--- config.mk ---
export PLATFORM = sky130hd
export DESIGN_NAME = tpw_timer
export DESIGN_NICKNAME = d
export VERILOG_FILES = /design/src/logic/tpw_timer.v /design/src/logic/tpw_prescale.v /design/src/logic/tpw_chan.v
export VERILOG_INCLUDE_DIRS = /design/src /design/src/logic
export SDC_FILE = /design/constraint.sdc
export NUM_CORES = 1
export LEC_CHECK = 0
export BUFFER_PORTS_ARGS = -buffer_cell sky130_fd_sc_hd__buf_2
export CORE_AREA = 2 2 127 129
export CTS_BUF_LIST = sky130_fd_sc_hd__clkbuf_8 sky130_fd_sc_hd__clkbuf_16
export DETAILED_ROUTE_END_ITERATION = 7
export DIE_AREA = 0 0 129 131
export PLACE_DENSITY_LB_ADDON = 0.1
export SETUP_SLACK_MARGIN = 0.02
export SYNTH_ARGS = -nofsm -noshare
export SYNTH_HDL_FRONTEND = slang
export SYNTH_SLANG_ARGS = --single-unit
--- constraint.sdc ---
create_clock -name sys_clk -period 4.07 [get_ports sys_clk]
set_input_delay 0.814 -clock sys_clk [delete_from_list [all_inputs] [get_ports sys_clk]]
set_output_delay 0.814 -clock sys_clk [all_outputs]
set_load 0.02 [all_outputs]
--- src/logic/tpw_regs.vh ---
`ifndef TPW_REGS_VH
`define TPW_REGS_VH

// register byte offsets
`define TPW_OFF_CTRL    6'h00
`define TPW_OFF_COUNT   6'h04
`define TPW_OFF_CMP_A   6'h08
`define TPW_OFF_CMP_B   6'h0C
`define TPW_OFF_CAPTOP  6'h10
`define TPW_OFF_FLAGS   6'h14
`define TPW_OFF_STATUS  6'h18

// control fields
`define TPW_CTRL_W       13
`define TPW_CTRL_RST     13'h0000
`define TPW_WMODE_LSB    0
`define TPW_COMA_LSB     4
`define TPW_COMB_LSB     6
`define TPW_CSEL_LSB     8
`define TPW_DIRA_BIT     11
`define TPW_DIRB_BIT     12

// flag bits
`define TPW_FLG_OVF      0
`define TPW_FLG_CMPA     1
`define TPW_FLG_CMPB     2
`define TPW_FLG_CAP      3

// output mode field values
`define TPW_COM_OFF      2'h0
`define TPW_COM_TOGGLE   2'h1
`define TPW_COM_CLEAR    2'h2
`define TPW_COM_SET      2'h3

// count limits
`define TPW_BOTTOM       16'h0000
`define TPW_MAX          16'hFFFF
`define TPW_TOP8         16'h00FF
`define TPW_TOP9         16'h01FF
`define TPW_TOP10        16'h03FF

// clock select codes and divide factors
`define TPW_CS_STOP      3'h0
`define TPW_CS_DIV1      3'h1
`define TPW_CS_DIV8      3'h2
`define TPW_CS_DIV64     3'h3
`define TPW_CS_DIV256    3'h4
`define TPW_CS_DIV1024   3'h5
`define TPW_CS_DIV16     3'h6
`define TPW_CS_DIV32     3'h7
`define TPW_PRE_W        10

`endif

--- src/logic/tpw_timer.v ---
`timescale 1ns/1ps
`default_nettype none
`include "tpw_regs.vh"

// Summary of operation
// - capture top written directly, no buffering
// - compare writes go to a buffer
// - fast mode loads compare at top
// - field two non-inverted, three inverted
// - pin follows channel only when direction set
// - fast: set on match, clear at wrap
// - prescale 1,8,64,256,1024 plus 16,32
// - fast extremes: bottom spike, top constant
// - mode 15 channel A toggle on match
// - modes 1,2,3,10,11 are phase correct
// - phase correct tops; hold top one cycle
// - dual slope: clear up-match, set down-match
// - phase correct overflow at bottom
// - register top flag at top, with load there except in modes 8 and 12
// - fixed top masks written compare bits
// - phase correct extremes: bottom low, top high
// - mode 11 channel A toggles
// - modes 8,9 are phase frequency correct
// - compare flag on a tick when count equals compare
// - register top from 0x0003 to max
// - modes 5,6,7,14,15 are fast PWM
// - fast overflow at top; top flag at top in mode 14 only
// - frequency correct loads compare at bottom
module tpw_timer (
	input  wire        sys_clk,
	input  wire        arst_n,
	input  wire        hsel,
	input  wire [31:0] haddr,
	input  wire [1:0]  htrans,
	input  wire        hwrite,
	input  wire [2:0]  hsize,
	input  wire [31:0] hwdata,
	input  wire        hready,
	output reg  [31:0] hrdata,
	output reg         hreadyout,
	output reg         hresp,
	output reg         chan_a_pin_q,
	output reg         chan_a_oe_n_q,
	output reg         chan_b_pin_q,
	output reg         chan_b_oe_n_q
);

	// bus state
	reg                  wr_pend_q;
	reg  [5:0]           wr_addr_q;

	// timer state
	reg  [`TPW_CTRL_W-1:0] ctrl_q;
	reg  [15:0]          cnt_q;
	reg                  dir_down_q;
	reg  [15:0]          cap_q;
	reg  [3:0]           flags_q;
	reg  [3:0]           flags_d;
	reg  [15:0]          top;
	reg                  fixed_top;
	reg  [31:0]          rd_val;

	wire [3:0]           wmode;
	wire [1:0]           com_a;
	wire [1:0]           com_b;
	wire [2:0]           clk_sel;
	wire                 tick;
	wire                 fast;
	wire                 pc;
	wire                 pfc;
	wire                 ctc;
	wire                 dual;
	wire                 pwm;
	wire                 top_is_cap;
	wire                 top_is_a;
	wire                 at_top;
	wire                 at_bottom;
	wire                 up_eff;
	wire                 wrap;
	wire                 load;
	wire                 ovf_set;
	wire                 cap_set;
	wire                 wr_ctrl;
	wire                 wr_cnt;
	wire                 wr_a;
	wire                 wr_b;
	wire                 wr_cap;
	wire                 wr_flg;
	wire [15:0]          wmask;
	wire [15:0]          cmp_a;
	wire [15:0]          cmp_b;
	wire [15:0]          buf_a;
	wire [15:0]          buf_b;
	wire                 hit_a;
	wire                 hit_b;
	wire                 out_a;
	wire                 out_b;
	wire                 addr_ok;
	wire                 in_map;
	wire                 norm_wrap;

	assign wmode   = ctrl_q[`TPW_WMODE_LSB+3:`TPW_WMODE_LSB];
	assign com_a   = ctrl_q[`TPW_COMA_LSB+1:`TPW_COMA_LSB];
	assign com_b   = ctrl_q[`TPW_COMB_LSB+1:`TPW_COMB_LSB];
	assign clk_sel = ctrl_q[`TPW_CSEL_LSB+2:`TPW_CSEL_LSB];

	// mode decode
	assign fast = (wmode == 4'h5) || (wmode == 4'h6) || (wmode == 4'h7) ||
		(wmode == 4'hE) || (wmode == 4'hF);
	assign pc   = (wmode == 4'h1) || (wmode == 4'h2) || (wmode == 4'h3) ||
		(wmode == 4'hA) || (wmode == 4'hB);
	assign pfc  = (wmode == 4'h8) || (wmode == 4'h9);
	assign ctc  = (wmode == 4'h4) || (wmode == 4'hC);
	assign dual = pc || pfc;
	assign pwm  = fast || dual;

	assign top_is_cap = (wmode == 4'hA) || (wmode == 4'hE) ||
		(wmode == 4'h8) || (wmode == 4'hC);
	assign top_is_a   = (wmode == 4'hB) || (wmode == 4'hF) ||
		(wmode == 4'h9) || (wmode == 4'h4);

	// register tops take any value; software keeps it 0x0003 or above
	always @* begin
		fixed_top = 1'b1;
		case (wmode)
			4'h1, 4'h5: top = `TPW_TOP8;
			4'h2, 4'h6: top = `TPW_TOP9;
			4'h3, 4'h7: top = `TPW_TOP10;
			default: begin
				fixed_top = 1'b0;
				if (top_is_cap)
					top = cap_q;
				else if (top_is_a)
					top = cmp_a;
				else
					top = `TPW_MAX;
			end
		endcase
	end

	// equality only: a top written below the count is missed until wrap
	assign at_top    = (cnt_q == top);
	assign at_bottom = (cnt_q == `TPW_BOTTOM);
	// bottom counts as rising, top as falling, giving the steady extremes
	assign up_eff    = at_bottom || (!dir_down_q && !at_top);
	assign wrap      = tick && fast && at_top;
	assign load      = tick && ((fast && at_top) ||
		(pc && at_top && !dir_down_q) ||
		(pfc && at_bottom));

	// normal mode overflows at max; a ctc top below max clears first
	assign norm_wrap = !pwm && (cnt_q == `TPW_MAX);
	assign ovf_set   = tick && ((fast && at_top) ||
		(dual && dir_down_q && at_bottom) ||
		norm_wrap);
	assign cap_set = tick && top_is_cap && at_top;

	// bus: address phase captured, writes land in the data phase
	assign addr_ok = hsel && hready && htrans[1];
	// only haddr[7:0] decodes, so the map repeats every 256 bytes; writes above the low 64 within it are dropped
	assign in_map  = (haddr[7:6] == 2'b00);

	assign wr_ctrl = wr_pend_q && (wr_addr_q == `TPW_OFF_CTRL);
	assign wr_cnt  = wr_pend_q && (wr_addr_q == `TPW_OFF_COUNT);
	assign wr_a    = wr_pend_q && (wr_addr_q == `TPW_OFF_CMP_A);
	assign wr_b    = wr_pend_q && (wr_addr_q == `TPW_OFF_CMP_B);
	assign wr_cap  = wr_pend_q && (wr_addr_q == `TPW_OFF_CAPTOP);
	assign wr_flg  = wr_pend_q && (wr_addr_q == `TPW_OFF_FLAGS);

	assign wmask = fixed_top ? (hwdata[15:0] & top) : hwdata[15:0];

	always @(posedge sys_clk or negedge arst_n) begin
		if (!arst_n) begin
			wr_pend_q <= 1'b0;
			wr_addr_q <= 6'h00;
			hrdata    <= 32'h00000000;
			hreadyout <= 1'b0;
			hresp     <= 1'b0;
		end else begin
			hreadyout <= 1'b1;
			hresp     <= 1'b0;
			wr_pend_q <= addr_ok && hwrite && in_map;
			if (addr_ok)
				wr_addr_q <= {haddr[5:2], 2'b00};
			if (addr_ok && !hwrite)
				hrdata <= rd_val;
		end
	end

	always @* begin
		rd_val = 32'h00000000;
		case ({haddr[7:2], 2'b00} & 8'hFF)
			{2'b00, `TPW_OFF_CTRL}:   rd_val[`TPW_CTRL_W-1:0] = ctrl_q;
			{2'b00, `TPW_OFF_COUNT}:  rd_val[15:0] = cnt_q;
			{2'b00, `TPW_OFF_CMP_A}:  rd_val[15:0] = buf_a;
			{2'b00, `TPW_OFF_CMP_B}:  rd_val[15:0] = buf_b;
			{2'b00, `TPW_OFF_CAPTOP}: rd_val[15:0] = cap_q;
			{2'b00, `TPW_OFF_FLAGS}:  rd_val[3:0] = flags_q;
			{2'b00, `TPW_OFF_STATUS}: rd_val[2:0] = {out_b, out_a, dir_down_q};
			default:                  rd_val = 32'h00000000;
		endcase
	end

	// control and capture top
	always @(posedge sys_clk or negedge arst_n) begin
		if (!arst_n) begin
			ctrl_q <= `TPW_CTRL_RST;
			cap_q  <= 16'h0000;
		end else begin
			if (wr_ctrl)
				ctrl_q <= hwdata[`TPW_CTRL_W-1:0];
			if (wr_cap)
				cap_q <= hwdata[15:0];
		end
	end

	// counter: software write takes precedence over the tick
	always @(posedge sys_clk or negedge arst_n) begin
		if (!arst_n) begin
			cnt_q      <= 16'h0000;
			dir_down_q <= 1'b0;
		end else if (wr_cnt) begin
			cnt_q <= hwdata[15:0];
		end else if (tick) begin
			// bottom also lasts one tick, so a dual period is twice top
			if (dual) begin
				if (!dir_down_q) begin
					if (at_top) begin
						dir_down_q <= 1'b1;
						cnt_q      <= cnt_q - 16'h0001;
					end else begin
						cnt_q <= cnt_q + 16'h0001;
					end
				end else if (at_bottom) begin
					dir_down_q <= 1'b0;
					cnt_q      <= cnt_q + 16'h0001;
				end else begin
					cnt_q <= cnt_q - 16'h0001;
				end
			end else begin
				dir_down_q <= 1'b0;
				if ((fast || ctc) && at_top)
					cnt_q <= `TPW_BOTTOM;
				else
					cnt_q <= cnt_q + 16'h0001;
			end
		end
	end

	// sticky flags: write one to clear, a new event in the same cycle wins
	always @* begin
		flags_d = flags_q;
		if (wr_flg)
			flags_d = flags_q & ~hwdata[3:0];
		if (ovf_set)
			flags_d[`TPW_FLG_OVF] = 1'b1;
		if (hit_a)
			flags_d[`TPW_FLG_CMPA] = 1'b1;
		if (hit_b)
			flags_d[`TPW_FLG_CMPB] = 1'b1;
		if (cap_set)
			flags_d[`TPW_FLG_CAP] = 1'b1;
	end

	always @(posedge sys_clk or negedge arst_n) begin
		if (!arst_n)
			flags_q <= 4'h0;
		else
			flags_q <= flags_d;
	end

	// tick is registered, so a new select acts two edges after the write
	tpw_prescale u_pre (
		.sys_clk (sys_clk),
		.arst_n  (arst_n),
		.clk_sel (clk_sel),
		.tick_q  (tick)
	);

	tpw_chan u_chan_a (
		.sys_clk   (sys_clk),
		.arst_n    (arst_n),
		.wr        (wr_a),
		.wdata     (wmask),
		.buffered  (pwm),
		.load      (load),
		.tick      (tick),
		.count     (cnt_q),
		.pwm       (pwm),
		.fast      (fast),
		.wrap      (wrap),
		.up_eff    (up_eff),
		.toggle_ok (top_is_a),
		.com       (com_a),
		.buf_q     (buf_a),
		.cmp_q     (cmp_a),
		.hit       (hit_a),
		.out_q     (out_a)
	);

	// channel B has no pwm toggle, so its field 1 holds the level
	tpw_chan u_chan_b (
		.sys_clk   (sys_clk),
		.arst_n    (arst_n),
		.wr        (wr_b),
		.wdata     (wmask),
		.buffered  (pwm),
		.load      (load),
		.tick      (tick),
		.count     (cnt_q),
		.pwm       (pwm),
		.fast      (fast),
		.wrap      (wrap),
		.up_eff    (up_eff),
		.toggle_ok (1'b0),
		.com       (com_b),
		.buf_q     (buf_b),
		.cmp_q     (cmp_b),
		.hit       (hit_b),
		.out_q     (out_b)
	);

	// pins: one flop after the waveform, enable low while driving
	always @(posedge sys_clk or negedge arst_n) begin
		if (!arst_n) begin
			chan_a_pin_q  <= 1'b0;
			chan_a_oe_n_q <= 1'b1;
			chan_b_pin_q  <= 1'b0;
			chan_b_oe_n_q <= 1'b1;
		end else begin
			chan_a_pin_q  <= out_a;
			chan_a_oe_n_q <= !(ctrl_q[`TPW_DIRA_BIT] && com_a != `TPW_COM_OFF);
			chan_b_pin_q  <= out_b;
			chan_b_oe_n_q <= !(ctrl_q[`TPW_DIRB_BIT] && com_b != `TPW_COM_OFF);
		end
	end

endmodule // tpw_timer

`default_nettype wire

--- src/logic/tpw_prescale.v ---
`timescale 1ns/1ps
`default_nettype none
`include "tpw_regs.vh"

module tpw_prescale (
	input  wire       sys_clk,
	input  wire       arst_n,
	input  wire [2:0] clk_sel,
	output reg        tick_q
);

	reg  [`TPW_PRE_W-1:0] div_q;
	reg                   tick_d;

	always @(posedge sys_clk or negedge arst_n) begin
		if (!arst_n) begin
			div_q  <= {`TPW_PRE_W{1'b0}};
			tick_q <= 1'b0;
		end else begin
			div_q  <= div_q + 1'b1;
			tick_q <= tick_d;
		end
	end

	// the free running divider is shared, so a new select may give one short period
	always @* begin
		case (clk_sel)
			`TPW_CS_DIV1:    tick_d = 1'b1;
			`TPW_CS_DIV8:    tick_d = &div_q[2:0];
			`TPW_CS_DIV16:   tick_d = &div_q[3:0];
			`TPW_CS_DIV32:   tick_d = &div_q[4:0];
			`TPW_CS_DIV64:   tick_d = &div_q[5:0];
			`TPW_CS_DIV256:  tick_d = &div_q[7:0];
			`TPW_CS_DIV1024: tick_d = &div_q[9:0];
			default:         tick_d = 1'b0;
		endcase
	end

endmodule // tpw_prescale

`default_nettype wire

--- src/logic/tpw_chan.v ---
`timescale 1ns/1ps
`default_nettype none
`include "tpw_regs.vh"

module tpw_chan (
	input  wire        sys_clk,
	input  wire        arst_n,
	input  wire        wr,
	input  wire [15:0] wdata,
	input  wire        buffered,
	input  wire        load,
	input  wire        tick,
	input  wire [15:0] count,
	input  wire        pwm,
	input  wire        fast,
	input  wire        wrap,
	input  wire        up_eff,
	input  wire        toggle_ok,
	input  wire [1:0]  com,
	output reg  [15:0] buf_q,
	output reg  [15:0] cmp_q,
	output wire        hit,
	output reg         out_q
);

	wire inv;

	assign hit = tick && (count == cmp_q);
	assign inv = com[0];

	always @(posedge sys_clk or negedge arst_n) begin
		if (!arst_n) begin
			buf_q <= 16'h0000;
			cmp_q <= 16'h0000;
		end else begin
			if (wr)
				buf_q <= wdata;
			if (buffered && load)
				cmp_q <= buf_q;
			else if (!buffered && wr)
				cmp_q <= wdata;
		end
	end

	always @(posedge sys_clk or negedge arst_n) begin
		if (!arst_n) begin
			out_q <= 1'b0;
		end else if (tick) begin
			if (pwm) begin
				if (toggle_ok && com == `TPW_COM_TOGGLE) begin
					if (hit)
						out_q <= ~out_q;
				end else if (com[1]) begin
					if (fast) begin
						// match beats wrap so compare equal to top holds the level
						if (hit)
							out_q <= ~inv;
						else if (wrap)
							out_q <= inv;
					end else if (hit) begin
						out_q <= up_eff ? inv : ~inv;
					end
				end
			end else if (hit) begin
				case (com)
					`TPW_COM_TOGGLE: out_q <= ~out_q;
					`TPW_COM_CLEAR:  out_q <= 1'b0;
					`TPW_COM_SET:    out_q <= 1'b1;
					default:         out_q <= out_q;
				endcase
			end
		end
	end

endmodule // tpw_chan

`default_nettype wire

# After elaboration in Yosys (flattened, before gate mapping)
# Index checks and enable logic that the tools add are counted.
# Widths: inputs -> output; s select.
dict set report totals {
  ff_bits 153
  input_bits 74
  out_inout_bits 38
}
dict set report op_classes {
  n_addsub 3
  n_eq_ne 45
  muxes 50
  bitwise_logic 8
  n_reduce_logical 98
}
# operator n
set op_table {}
lappend op_table {{$mux 16} 14}
lappend op_table {{$eq 16x16->1} 3}
lappend op_table {{$pmux 16 s3} 1}
lappend op_table {{$pmux 9 s5} 1}
lappend op_table {{$logic_and 1x1->1} 34}
lappend op_table {{$reduce_bool 2->1} 15}
lappend op_table {{$eq 4x4->1 const B} 7}
lappend op_table {{$mux 1} 27}
lappend op_table {{$eq 4x3->1 const B} 6}
lappend op_table {{$logic_or 1x1->1} 24}
lappend op_table {{$pmux 3 s7} 1}
lappend op_table {{$eq 6x3->1 const B} 3}
lappend op_table {{$add 16x1->16 const B} 1}
lappend op_table {{$and 16x16->16} 1}
lappend op_table {{$eq 16x16->1 const B} 1}
lappend op_table {{$eq 4x2->1 const B} 4}
lappend op_table {{$logic_not 16->1} 1}
lappend op_table {{$sub 16x1->16 const B} 1}
lappend op_table {{$eq 3x3->1 const B} 4}
lappend op_table {{$eq 6x2->1 const B} 2}
lappend op_table {{$pmux 3 s4} 1}
lappend op_table {{$reduce_and 6->1} 2}
lappend op_table {{$add 10x1->10 const B} 1}
lappend op_table {{$reduce_and 10->1} 1}
lappend op_table {{28 further kinds} 48}

# Logic depth before layout (Yosys ltp)
# Gate-level depths: netlist of run 1.
dict set report depth {
  word_depth 17
  ltp_mapped 15
  ltp_nobuf 12
}

# Modules after synthesis
# From an unflattened synthesis of run 1, not the netlist that was laid out.
dict set report hier_totals {
  hier_cells 1054
  hier_area_um2 10019.6
}
# mod instances cells_each area_per_inst_um2 seq_area_each_um2
set by_module_without_submodules {}
lappend by_module_without_submodules {tpw_timer 1 669 5854.4 1904.3}
lappend by_module_without_submodules {tpw_chan 2 170 1823.0 825.8}
lappend by_module_without_submodules {tpw_prescale 1 45 519.2 275.3}

# Worst setup path before layout of run 1
# No wires, ideal clock.
dict set report synth_timing {
  path_type {reg2reg}
  startpoint {reg cnt_q[0]}
  endpoint {reg cnt_q[8]}
  setup_ns 0.128
  t_arrival_ns 3.104
  required_time_ns 3.942
  setup_slack_ns 0.838
  stages_incl_launch_ff 16
  period_less_slack_ns 3.232
  path_cell_list {dfrtp_1 -> clkbuf_1 -> inv_1 -> ha_1 -> or3b_2 -> nor4_1 -> nor3b_1 -> and2_1 -> nand2_1 -> nand2_1 -> a21o_1 -> buf_2 -> buf_2 -> nor3_1 -> o32ai_1 -> a21oi_1}
}
dict set report synth_between {
  elab_chain_len 6
  elab_cells_between_ends 12
}
# element line
set synth_lines {}
lappend synth_lines {{from (decl)} tpw_timer.v:54} ;# reg [15:0] cnt_q;
lappend synth_lines {{from (signal assigned)} tpw_timer.v:223} ;# cnt_q <= hwdata[15:0];
lappend synth_lines {{from (signal assigned)} tpw_timer.v:230} ;# cnt_q <= cnt_q - 16'h0001;
lappend synth_lines {{from (signal assigned)} tpw_timer.v:232} ;# cnt_q <= cnt_q + 16'h0001;
lappend synth_lines {{$add 16x1->16, or another cell as far along} {tpw_timer.v:232, tpw_timer.v:236, tpw_timer.v:245}}
lappend synth_lines {{$mux 16, or another cell as far along} tpw_timer.v:228} ;# if (at_top) begin
lappend synth_lines {{$mux 16, on equally long branches} {tpw_timer.v:227, tpw_timer.v:242}}
lappend synth_lines {{$mux 16 (*)} tpw_timer.v:226} ;# if (dual) begin
lappend synth_lines {{$mux 16 (*)} tpw_timer.v:224} ;# end else if (tick) begin
lappend synth_lines {{$mux 16 (*)} tpw_timer.v:222} ;# end else if (wr_cnt) begin
# Every way passes the cells marked *; elsewhere a longest branch is shown, timed or not. The select of a mux whose other input is x is not followed.
# A chain may end at the register's enable or synchronous reset.

# Final worst setup path of run 1
dict set report layout_timing {
  startpoint {reg ctrl_q[3]}
  endpoint {reg u_chan_a.cmp_q[9]}
}
dict set report layout_between {
  elab_chain_len 15
  elab_cells_between_ends 55
}
# element line
set layout_lines {}
lappend layout_lines {{from (decl)} tpw_timer.v:53} ;# reg [`TPW_CTRL_W-1:0] ctrl_q;
lappend layout_lines {{from (signal assigned)} tpw_timer.v:207} ;# ctrl_q <= `TPW_CTRL_RST;
lappend layout_lines {{from (signal assigned)} tpw_timer.v:211} ;# ctrl_q <= hwdata[`TPW_CTRL_W-1:0];
lappend layout_lines {{$eq 4x4->1, on equally long branches} {tpw_timer.v:111, tpw_timer.v:119, tpw_timer.v:109}}
lappend layout_lines {{$logic_or 1x1->1 (2 in series)} tpw_timer.v:119} ;# assign top_is_a = (wmode == 4'hB) || (wmode == 4'hF) ||
lappend layout_lines {{$logic_or 1x1->1} tpw_timer.v:120} ;# (wmode == 4'h9) || (wmode == 4'h4);
lappend layout_lines {{$mux 16} tpw_timer.v:133} ;# else if (top_is_a)
lappend layout_lines {{$mux 16} tpw_timer.v:131} ;# if (top_is_cap)
lappend layout_lines {{$pmux 16 s3} tpw_timer.v:125} ;# case (wmode)
lappend layout_lines {{$eq 16x16->1} tpw_timer.v:142} ;# assign at_top = (cnt_q == top);
lappend layout_lines {{$logic_and 1x1->1 (2 in series)} tpw_timer.v:148} ;# (pc && at_top && !dir_down_q) ||
lappend layout_lines {{$logic_or 1x1->1} tpw_timer.v:147} ;# assign load = tick && ((fast && at_top) ||
lappend layout_lines {{$logic_or 1x1->1} tpw_timer.v:148}
lappend layout_lines {{$logic_and 1x1->1} tpw_timer.v:147}
lappend layout_lines {{$logic_and 1x1->1} tpw_chan.v:38} ;# if (buffered && load)
lappend layout_lines {{$mux 16 or $reduce_bool 2->1 (tied branches)} --}
lappend layout_lines {{to (signal assigned)} tpw_chan.v:39} ;# cmp_q <= buf_q;
lappend layout_lines {{to (signal assigned)} tpw_chan.v:41} ;# cmp_q <= wdata;
lappend layout_lines {{to (decl)} tpw_chan.v:21} ;# output reg [15:0] cmp_q,
# Several ways; a longest one is shown, not always the timed one. The select of a mux whose other input is x is not followed.

==> flow_metrics.env, run 1 <==
export IMPL_detail_route_antenna_nets=0
export IMPL_hold_class="in2async"
export IMPL_grt_pass1_wl_um=45200
export IMPL_gr_usage_met2_pct=56.1
export IMPL_global_route_usage_met3_pct=5.86
export IMPL_timing_hold_ws_ps=452
export IMPL_total_routing_usage_reported_by_global_routing_pct=36.3
export IMPL_pin_count_of_the_biggest_net_entering_global_routing=86
export IMPL_cts_tree="built"
export IMPL_post_synth_instance_area_mm2=0.00904
export IMPL_routed_length_per_placed_instance_um=23.2
export IMPL_ctsResizeCount=0
export IMPL_width_of_the_die_um=129
export IMPL_clockBufferDepth=2
export IMPL_drt_pass1_iterations=5
export IMPL_timing_final_max_slew_violations=0
export IMPL_crit_path_start_kind="flip-flop"
export IMPL_post_route_cells_drive_above_1_share_pct=17.3
export IMPL_fin_nets=1108
export IMPL_final_fill_count=1318
export IMPL_path_cells="buf_4 -> or3_1 -> a21oi_1 -> or3b_2 -> nand4b_1 -> nor4_2 -> nand3_1 -> a211o_1 -> a211oi_4 -> nor2_2 -> a221o_1"
export IMPL_reg2reg_slack_ps=340
export IMPL_outcome="completed"
export IMPL_p_per_cell_area_mw_per_mm2=483
export IMPL_post_dp_hpwl_um=21500
export IMPL_placed_cells_incl_taps=1226
export IMPL_commonest_cells_after_routing_fill_and_taps_aside="dfrtp_1 (151), nand2_1 (107), o21ai_0 (92), nor2_1 (67), buf_2 (47)"
export IMPL_power_share_sequential_pct=39.0
export IMPL_via_count_of_the_first_global_routing_pass=7698
export IMPL_io_pin_count=112
export IMPL_edff_count_synth=0
export IMPL_launch_point_of_the_critical_path="ctrl_q[3]"
export IMPL_synthArstFlopShare_pct=100
export IMPL_rows=46
export IMPL_report_final_setup_viol=0
export IMPL_timing_final_crit_period_ps=3730
export IMPL_path_delay_family="simple AND/OR/NAND/NOR gates"
export IMPL_reg2regPathDepth=11
export IMPL_critical_path_reg2reg_endpoint="u_chan_a.cmp_q[9]"
export IMPL_end_kind="flip-flop"
export IMPL_clock_tree_htree_level_count=4
export IMPL_postCtsSetupBuffers=0
export IMPL_drt_iter0_drc=868
export IMPL_cells_after_synthesis=992
export IMPL_gr_busiest_metal="met2"
export IMPL_ys_warn_count=0
export IMPL_setup_tns_ps=0
export IMPL_clock_latency_reported_for_the_late_side_of_the_worst_skew_pair_ps=440
export IMPL_timing_rr_start="ctrl_q[3]"
export IMPL_setup_worst_path_class="reg2reg"
export IMPL_syn_mean_instance_area_um2=9.11
export IMPL_core_area_mm2=0.0156
export IMPL_die_area_mm2=0.0169
export IMPL_worst_path_buf_inv=1
export IMPL_worstSetupPathDepth=11
export IMPL_numCtsBuffers=17
export IMPL_power_switching_fraction_pct=36.3
export IMPL_period_share_pct=91.6
export IMPL_place_port_buffers=48
export IMPL_finClkSkew_ps=14.4
export IMPL_switchingPower_w=0.00179
export IMPL_globalRoute_totalOverflow=0
export IMPL_pwr_share_comb_pct=27.1
export IMPL_slew_headroom_pct=37.9
export IMPL_max_ir_drop_vdd_mv=0.365
export IMPL_vias_per_cell=6.42
export IMPL_mostFrequentLayoutCell="dfrtp_1"
export IMPL_critical_path_max_fanout=41
export IMPL_unrepaired_setup_endpoints_after_global_routing="no"
export IMPL_synth_ff_latch_count=153
export IMPL_area_delta_synth_final_pct=12.6
export IMPL_drv_cap=0
export IMPL_remaining_drc_errors=0
export IMPL_clockRootBuffer="clkbuf_16"
export IMPL_vertical_die_dimension_um=131
export IMPL_hold_viol_final=0
export IMPL_synth_seq_area_share_pct=42.4
export IMPL_timing_critical_path_slowest_stage_cell="or3_1"
export IMPL_cts_sinks=153
export IMPL_post_synth_num_cell_types=69
export IMPL_antenna_cells_inserted=0
export IMPL_worst_slew_pin_slew_ps=930
export IMPL_power_report_internal_total_w=0.00313
export IMPL_clock_pin_slew_on_the_worst_setup_and_hold_paths_ps=70
export IMPL_slowest_delay_ps=530
export IMPL_initial_antenna_violation_count=0
export IMPL_critical_path_required_ps=4390
export IMPL_cts_hold_buf=0
export IMPL_initial_utilization_pct=57.9
export IMPL_groute_layer_met1_usage_pct=50.6
export IMPL_max_fclk_ghz=0.268
export IMPL_crit_arrival_ps=4040
export IMPL_gp_congestion=1.01
export IMPL_dr_total_vias=8077
export IMPL_totalWireLength_um=29200
export IMPL_fin_cells=1258
export IMPL_clockPowerShare_pct=33.9
export IMPL_ys_flop_type="dfrtp_1"
export IMPL_leakage_nw=4.57
[power groups by stage]
| stage | Clock [W] | Combinational, W | Sequential, W |
|---|---|---|---|
| 3_3_place_gp | 0 | 0.00129 | 0.00193 |
| 6_report | 0.00167 | 0.00133 | 0.00192 |
| 2_1_floorplan | 0 | 0.000918 | 0.00181 |
| 4_1_cts | 0.00167 | 0.00130 | 0.00191 |
| 5_1_grt | 0.00173 | 0.00143 | 0.00194 |
| 3_5_place_dp | 0 | 0.00129 | 0.00193 |
[cells by family after synthesis]
| logic type | Yosys count | share of synthesized area, % |
|---|---|---|
| AOI/OAI and AO/OA | 286 | 21.9 |
| other | 2 | 0.0831 |
| xor gates and xnor gates | 45 | 4.36 |
| DFF | 153 | 42.4 |
| and+or+nand+nor | 320 | 17.3 |
| adders and majority gates | 5 | 0.692 |
| muxes | 62 | 7.37 |
| buffers and inverters | 119 | 5.83 |
[layer usage]
layer | wire [um] | share of wire (%) | vias up
met1 | 12600 | 43 | 3962
met5 | 0 | 0 | -
li1 | - | - | 3673
met4 | 1250 | 4.3 | 0
met3 | 2240 | 7.7 | 76
met2 | 13200 | 45 | 366
[registers in the layout, summed over array words and instances (netlist names)]
name	count
u_chan_a.buf_q	16
hreadyout	1
flags_q	4
chan_a_pin_q	1
u_chan_b.buf_q	16
chan_b_oe_n_q	1
ctrl_q	13
u_pre.div_q	10
hrdata	16
dir_down_q	1
chan_b_pin_q	1
u_pre.tick_q	1
u_chan_b.out_q	1
cap_q	16
u_chan_a.cmp_q	16
wr_addr_q	4
cnt_q	16
u_chan_b.cmp_q	16
wr_pend_q	1
u_chan_a.out_q	1
chan_a_oe_n_q	1
[synthesized netlist by cell type, drive strengths merged, types with 4 or more instances]
master	instances	area share (%)
nor3	15	0.83
o21ai	92	5.1
dfrtp	151	42
mux2i	26	2.9
clkbuf	55	2.3
buf	37	2.4
a211oi	6	0.64
ha	5	0.69
xor2	13	1.3
a31oi	14	0.97
xnor2	32	3.1
mux2	36	4.5
nor2b	6	0.42
nor2	69	2.9
or3	7	0.48
nand3	29	1.6
nand4	12	0.83
o31a	4	0.39
a21oi	28	1.6
o22ai	12	0.83
and3	11	0.76
inv	26	1.1
a21o	16	1.3
a22o	13	1.3
or2	6	0.42
nand2b	15	1.0
a221oi	15	1.5
nor4	14	1.0
a221o	27	3.0
o31ai	14	1.2
nor3b	8	0.66
nand2	107	4.4
nand3b	4	0.33
o2bb2ai	5	0.48
[stage by stage]
stage | power [W] | util (%) | cell area [um2] | setup WS, ps
final | 0.00492 | 65.2 | 10200 | 344
after global routing | 0.00510 | 65.2 | 10200 | 70.9
after CTS | 0.00488 | 65.2 | 10200 | 390
after detailed placement | 0.00323 | 61.4 | 9570 | 417
after floorplan | 0.00273 | - | 9100 | 838
after global placement | 0.00322 | 61.4 | 9570 | 446
[cell type report]
class | instances | area [um2] | area share, %
clock buffers | 17 | 425 | 4.18
clock inverters | 15 | 180 | 1.77
inverters | 27 | 101 | 0.996
multi-input cells | 736 | 4750 | 46.7
flip-flops and latches | 153 | 3830 | 37.7
well taps | 216 | 270 | 2.66
repair buffers | 94 | 617 | 6.06
[worst max-delay path by stage]
stage | to | slack (ps)
3_5_place_dp | u_chan_a.cmp_q[9] | 420
5_1_grt | cnt_q[1] | 70
2_1_floorplan | cnt_q[8] | 840
3_3_place_gp | u_chan_a.cmp_q[10] | 450
6_report | u_chan_a.cmp_q[9] | 340
4_1_cts | u_chan_a.cmp_q[9] | 390
(Power assumes the default switching activity.)
==> inputs of run 2 (changes only) <==
CORE_AREA = 2 2 142 116   (was 2 2 127 129)
DIE_AREA = 0 0 144 118   (was 0 0 129 131)
PLACE_DENSITY = 0.86   (was default)
PLACE_DENSITY_LB_ADDON = default   (was 0.1)
clock period = 3.99 ns   (was 4.07 ns; I/O delays follow)
==> run 2 against run 1 <==
Net effect:
- worst setup slack lost 140 ps
- maximum frequency is 1.6% lower
- sequential power rose by 3%
- via count is 2.7% higher
- register-to-register slack got worse by 140 ps
- clock power hardly changed
- utilization increased by 0.089 points
- sequential share of layout area is 0.079 points higher
- critical path type unchanged
- critical endpoint is now cnt_q[10]
- largest cell class unchanged
- highest routed layer is now met5
==> flow_metrics.env, run 2 (synthesis gave the netlist of run 1 again) <==
export IMPL_outcome="completed"
export IMPL_end_kind="flip-flop"
export IMPL_timing_final_max_slew_violations=0
export IMPL_gp_congestion=1.03
export IMPL_hold_class="in2async"
export IMPL_pin_count_of_the_biggest_net_entering_global_routing=83
export IMPL_timing_critical_path_slowest_stage_cell="nor2b_1"
export IMPL_area_delta_synth_final_pct=12.3
export IMPL_max_fclk_ghz=0.264
export IMPL_postLayoutCellArea_mm2=0.0102
export IMPL_multi_input_comb_area_mm2=0.00475
export IMPL_finClkSkew_ps=14.2
export IMPL_setup_worst_path_class="reg2reg"
export IMPL_ctsResizeCount=0
export IMPL_numCtsBuffers=17
export IMPL_unrepaired_setup_endpoints_after_global_routing="no"
export IMPL_commonest_cells_after_routing_fill_and_taps_aside="dfrtp_1 (151), nand2_1 (107), o21ai_0 (92), nor2_1 (67), buf_2 (47)"
export IMPL_seqCellArea_mm2=0.00383
export IMPL_cts_sinks=153
export IMPL_dpl_cell_area_mm2=0.00954
export IMPL_cts_tree="built"
export IMPL_via_count_of_the_first_global_routing_pass=7741
export IMPL_report_final_setup_viol=0
export IMPL_width_of_the_die_um=144
export IMPL_worst_slew_pin_slew_ps=879
export IMPL_drv_cap=0
export IMPL_drt_iter0_drc=1167
export IMPL_globalRoute_totalOverflow=0
export IMPL_dr_total_vias=8292
export IMPL_crit_arrival_ps=4100
export IMPL_initial_antenna_violation_count=1
export IMPL_place_worst_setup_slack_ps=327
export IMPL_slowest_delay_ps=680
export IMPL_clock_pin_slew_on_the_worst_setup_and_hold_paths_ps=70
export IMPL_leakage_nw=4.56
export IMPL_final_fill_count=1266
export IMPL_max_ir_drop_vdd_mv=0.389
export IMPL_p_per_cell_area_mw_per_mm2=489
export IMPL_mostFrequentLayoutCell="dfrtp_1"
export IMPL_slew_headroom_pct=41.2
export IMPL_totalWireLength_um=28900
export IMPL_critical_path_required_ps=4310
export IMPL_initial_utilization_pct=58.1
export IMPL_remaining_drc_errors=0
export IMPL_drt_pass1_iterations=6
export IMPL_hold_viol_final=0
export IMPL_period_share_pct=94.9
export IMPL_post_dp_hpwl_um=21000
export IMPL_core_area_mm2=0.0155
export IMPL_postCtsSetupBuffers=0
export IMPL_final_critical_path_setup_slack_ps=202
export IMPL_grt_pass1_wl_um=45200
export IMPL_critical_path_max_fanout=13
export IMPL_timing_final_crit_period_ps=3790
export IMPL_fin_nets=1106
export IMPL_io_pin_count=112
export IMPL_path_cells="nor2b_1 -> nor3_1 -> a2bb2oi_1 -> nand3_1 -> nor4_1 -> nand3_1 -> buf_4 -> a21oi_1 -> mux2i_1 -> o22ai_1 -> a221o_1"
export IMPL_timing_critical_path_mode_cell="nand3_1"
export IMPL_place_port_buffers=48
export IMPL_vertical_die_dimension_um=118
export IMPL_total_routing_usage_reported_by_global_routing_pct=35.4
export IMPL_clock_latency_reported_for_the_late_side_of_the_worst_skew_pair_ps=440
export IMPL_clockBufferDepth=2
export IMPL_crit_path_start_kind="flip-flop"
export IMPL_post_route_cells_drive_above_1_share_pct=17.2
export IMPL_clock_tree_htree_level_count=4
export IMPL_antenna_cells_inserted=0
export IMPL_routed_length_per_placed_instance_um=23.1
export IMPL_clockRootBuffer="clkbuf_16"
export IMPL_cts_hold_buf=0
export IMPL_die_area_mm2=0.0170
export IMPL_timing_hold_ws_ps=409
export IMPL_setup_tns_ps=0
export IMPL_vias_per_cell=6.61
export IMPL_rows=41
export IMPL_fin_total_pwr_w=0.00497
export IMPL_detail_route_antenna_nets=0
==> run 2: final timing paths <==
check                               startpoint                 to  slack, ps  cells after the start
worst min-delay path                    arst_n     u_pre.div_q[6]        410                      1
worst max register to register       ctrl_q[1]          cnt_q[10]        200                     11
max in group asynchronous               arst_n  u_chan_b.buf_q[6]       2780                      2
worst min register to register  u_pre.div_q[0]     u_pre.div_q[0]        460                      1
worst max-delay path                 ctrl_q[1]          cnt_q[10]        200                     11
min in group sys_clk            u_pre.div_q[0]     u_pre.div_q[0]        460                      1
==> run 2: per-stage QoR <==
stage / instances / util (%)
2_1_floorplan: 1008 / -
3_3_place_gp: 1223 / 61.4
3_5_place_dp: 1223 / 61.4
4_1_cts: 1255 / 65.3
5_1_grt: 1255 / 65.3
6_report: 1255 / 65.3
==> run 2: report_power, final <==
part / total [W] / switching, W / internal, W
sequential: 0.00197 / 0.000268 / 0.00171
combinational: 0.00132 / 0.000803 / 0.000514
clock: 0.00168 / 0.000762 / 0.000916
total: 0.00497 / 0.00183 / 0.00313
==> run 2: layer usage <==
metal  share of wire (%)  wire, um  vias up  GRT usage (%)
li1                    -         -     3675              -
met2                  42     12100      564           48.9
met1                  41     11800     3960           50.9
met4                 4.7      1360        2           15.3
met3                  13      3690       91           11.4
met5               0.041        12        -              0
==> run 2: area by class of cell <==
class	instances	area share, %
sequential	153	37.7
timing repair buffer	92	5.80
tap	215	2.65
clock buffer	18	4.33
inverter	27	0.998
multi-input combinational	736	46.8
clock inverter	14	1.71
==> run 2: critical path: cells and delay by family (launching register included) <==
kind            cells  cell delay (ps)
simple gates        5             1610
compound gates      4              950
flops               1              530
mux                 1              360
buf+inv             1              220
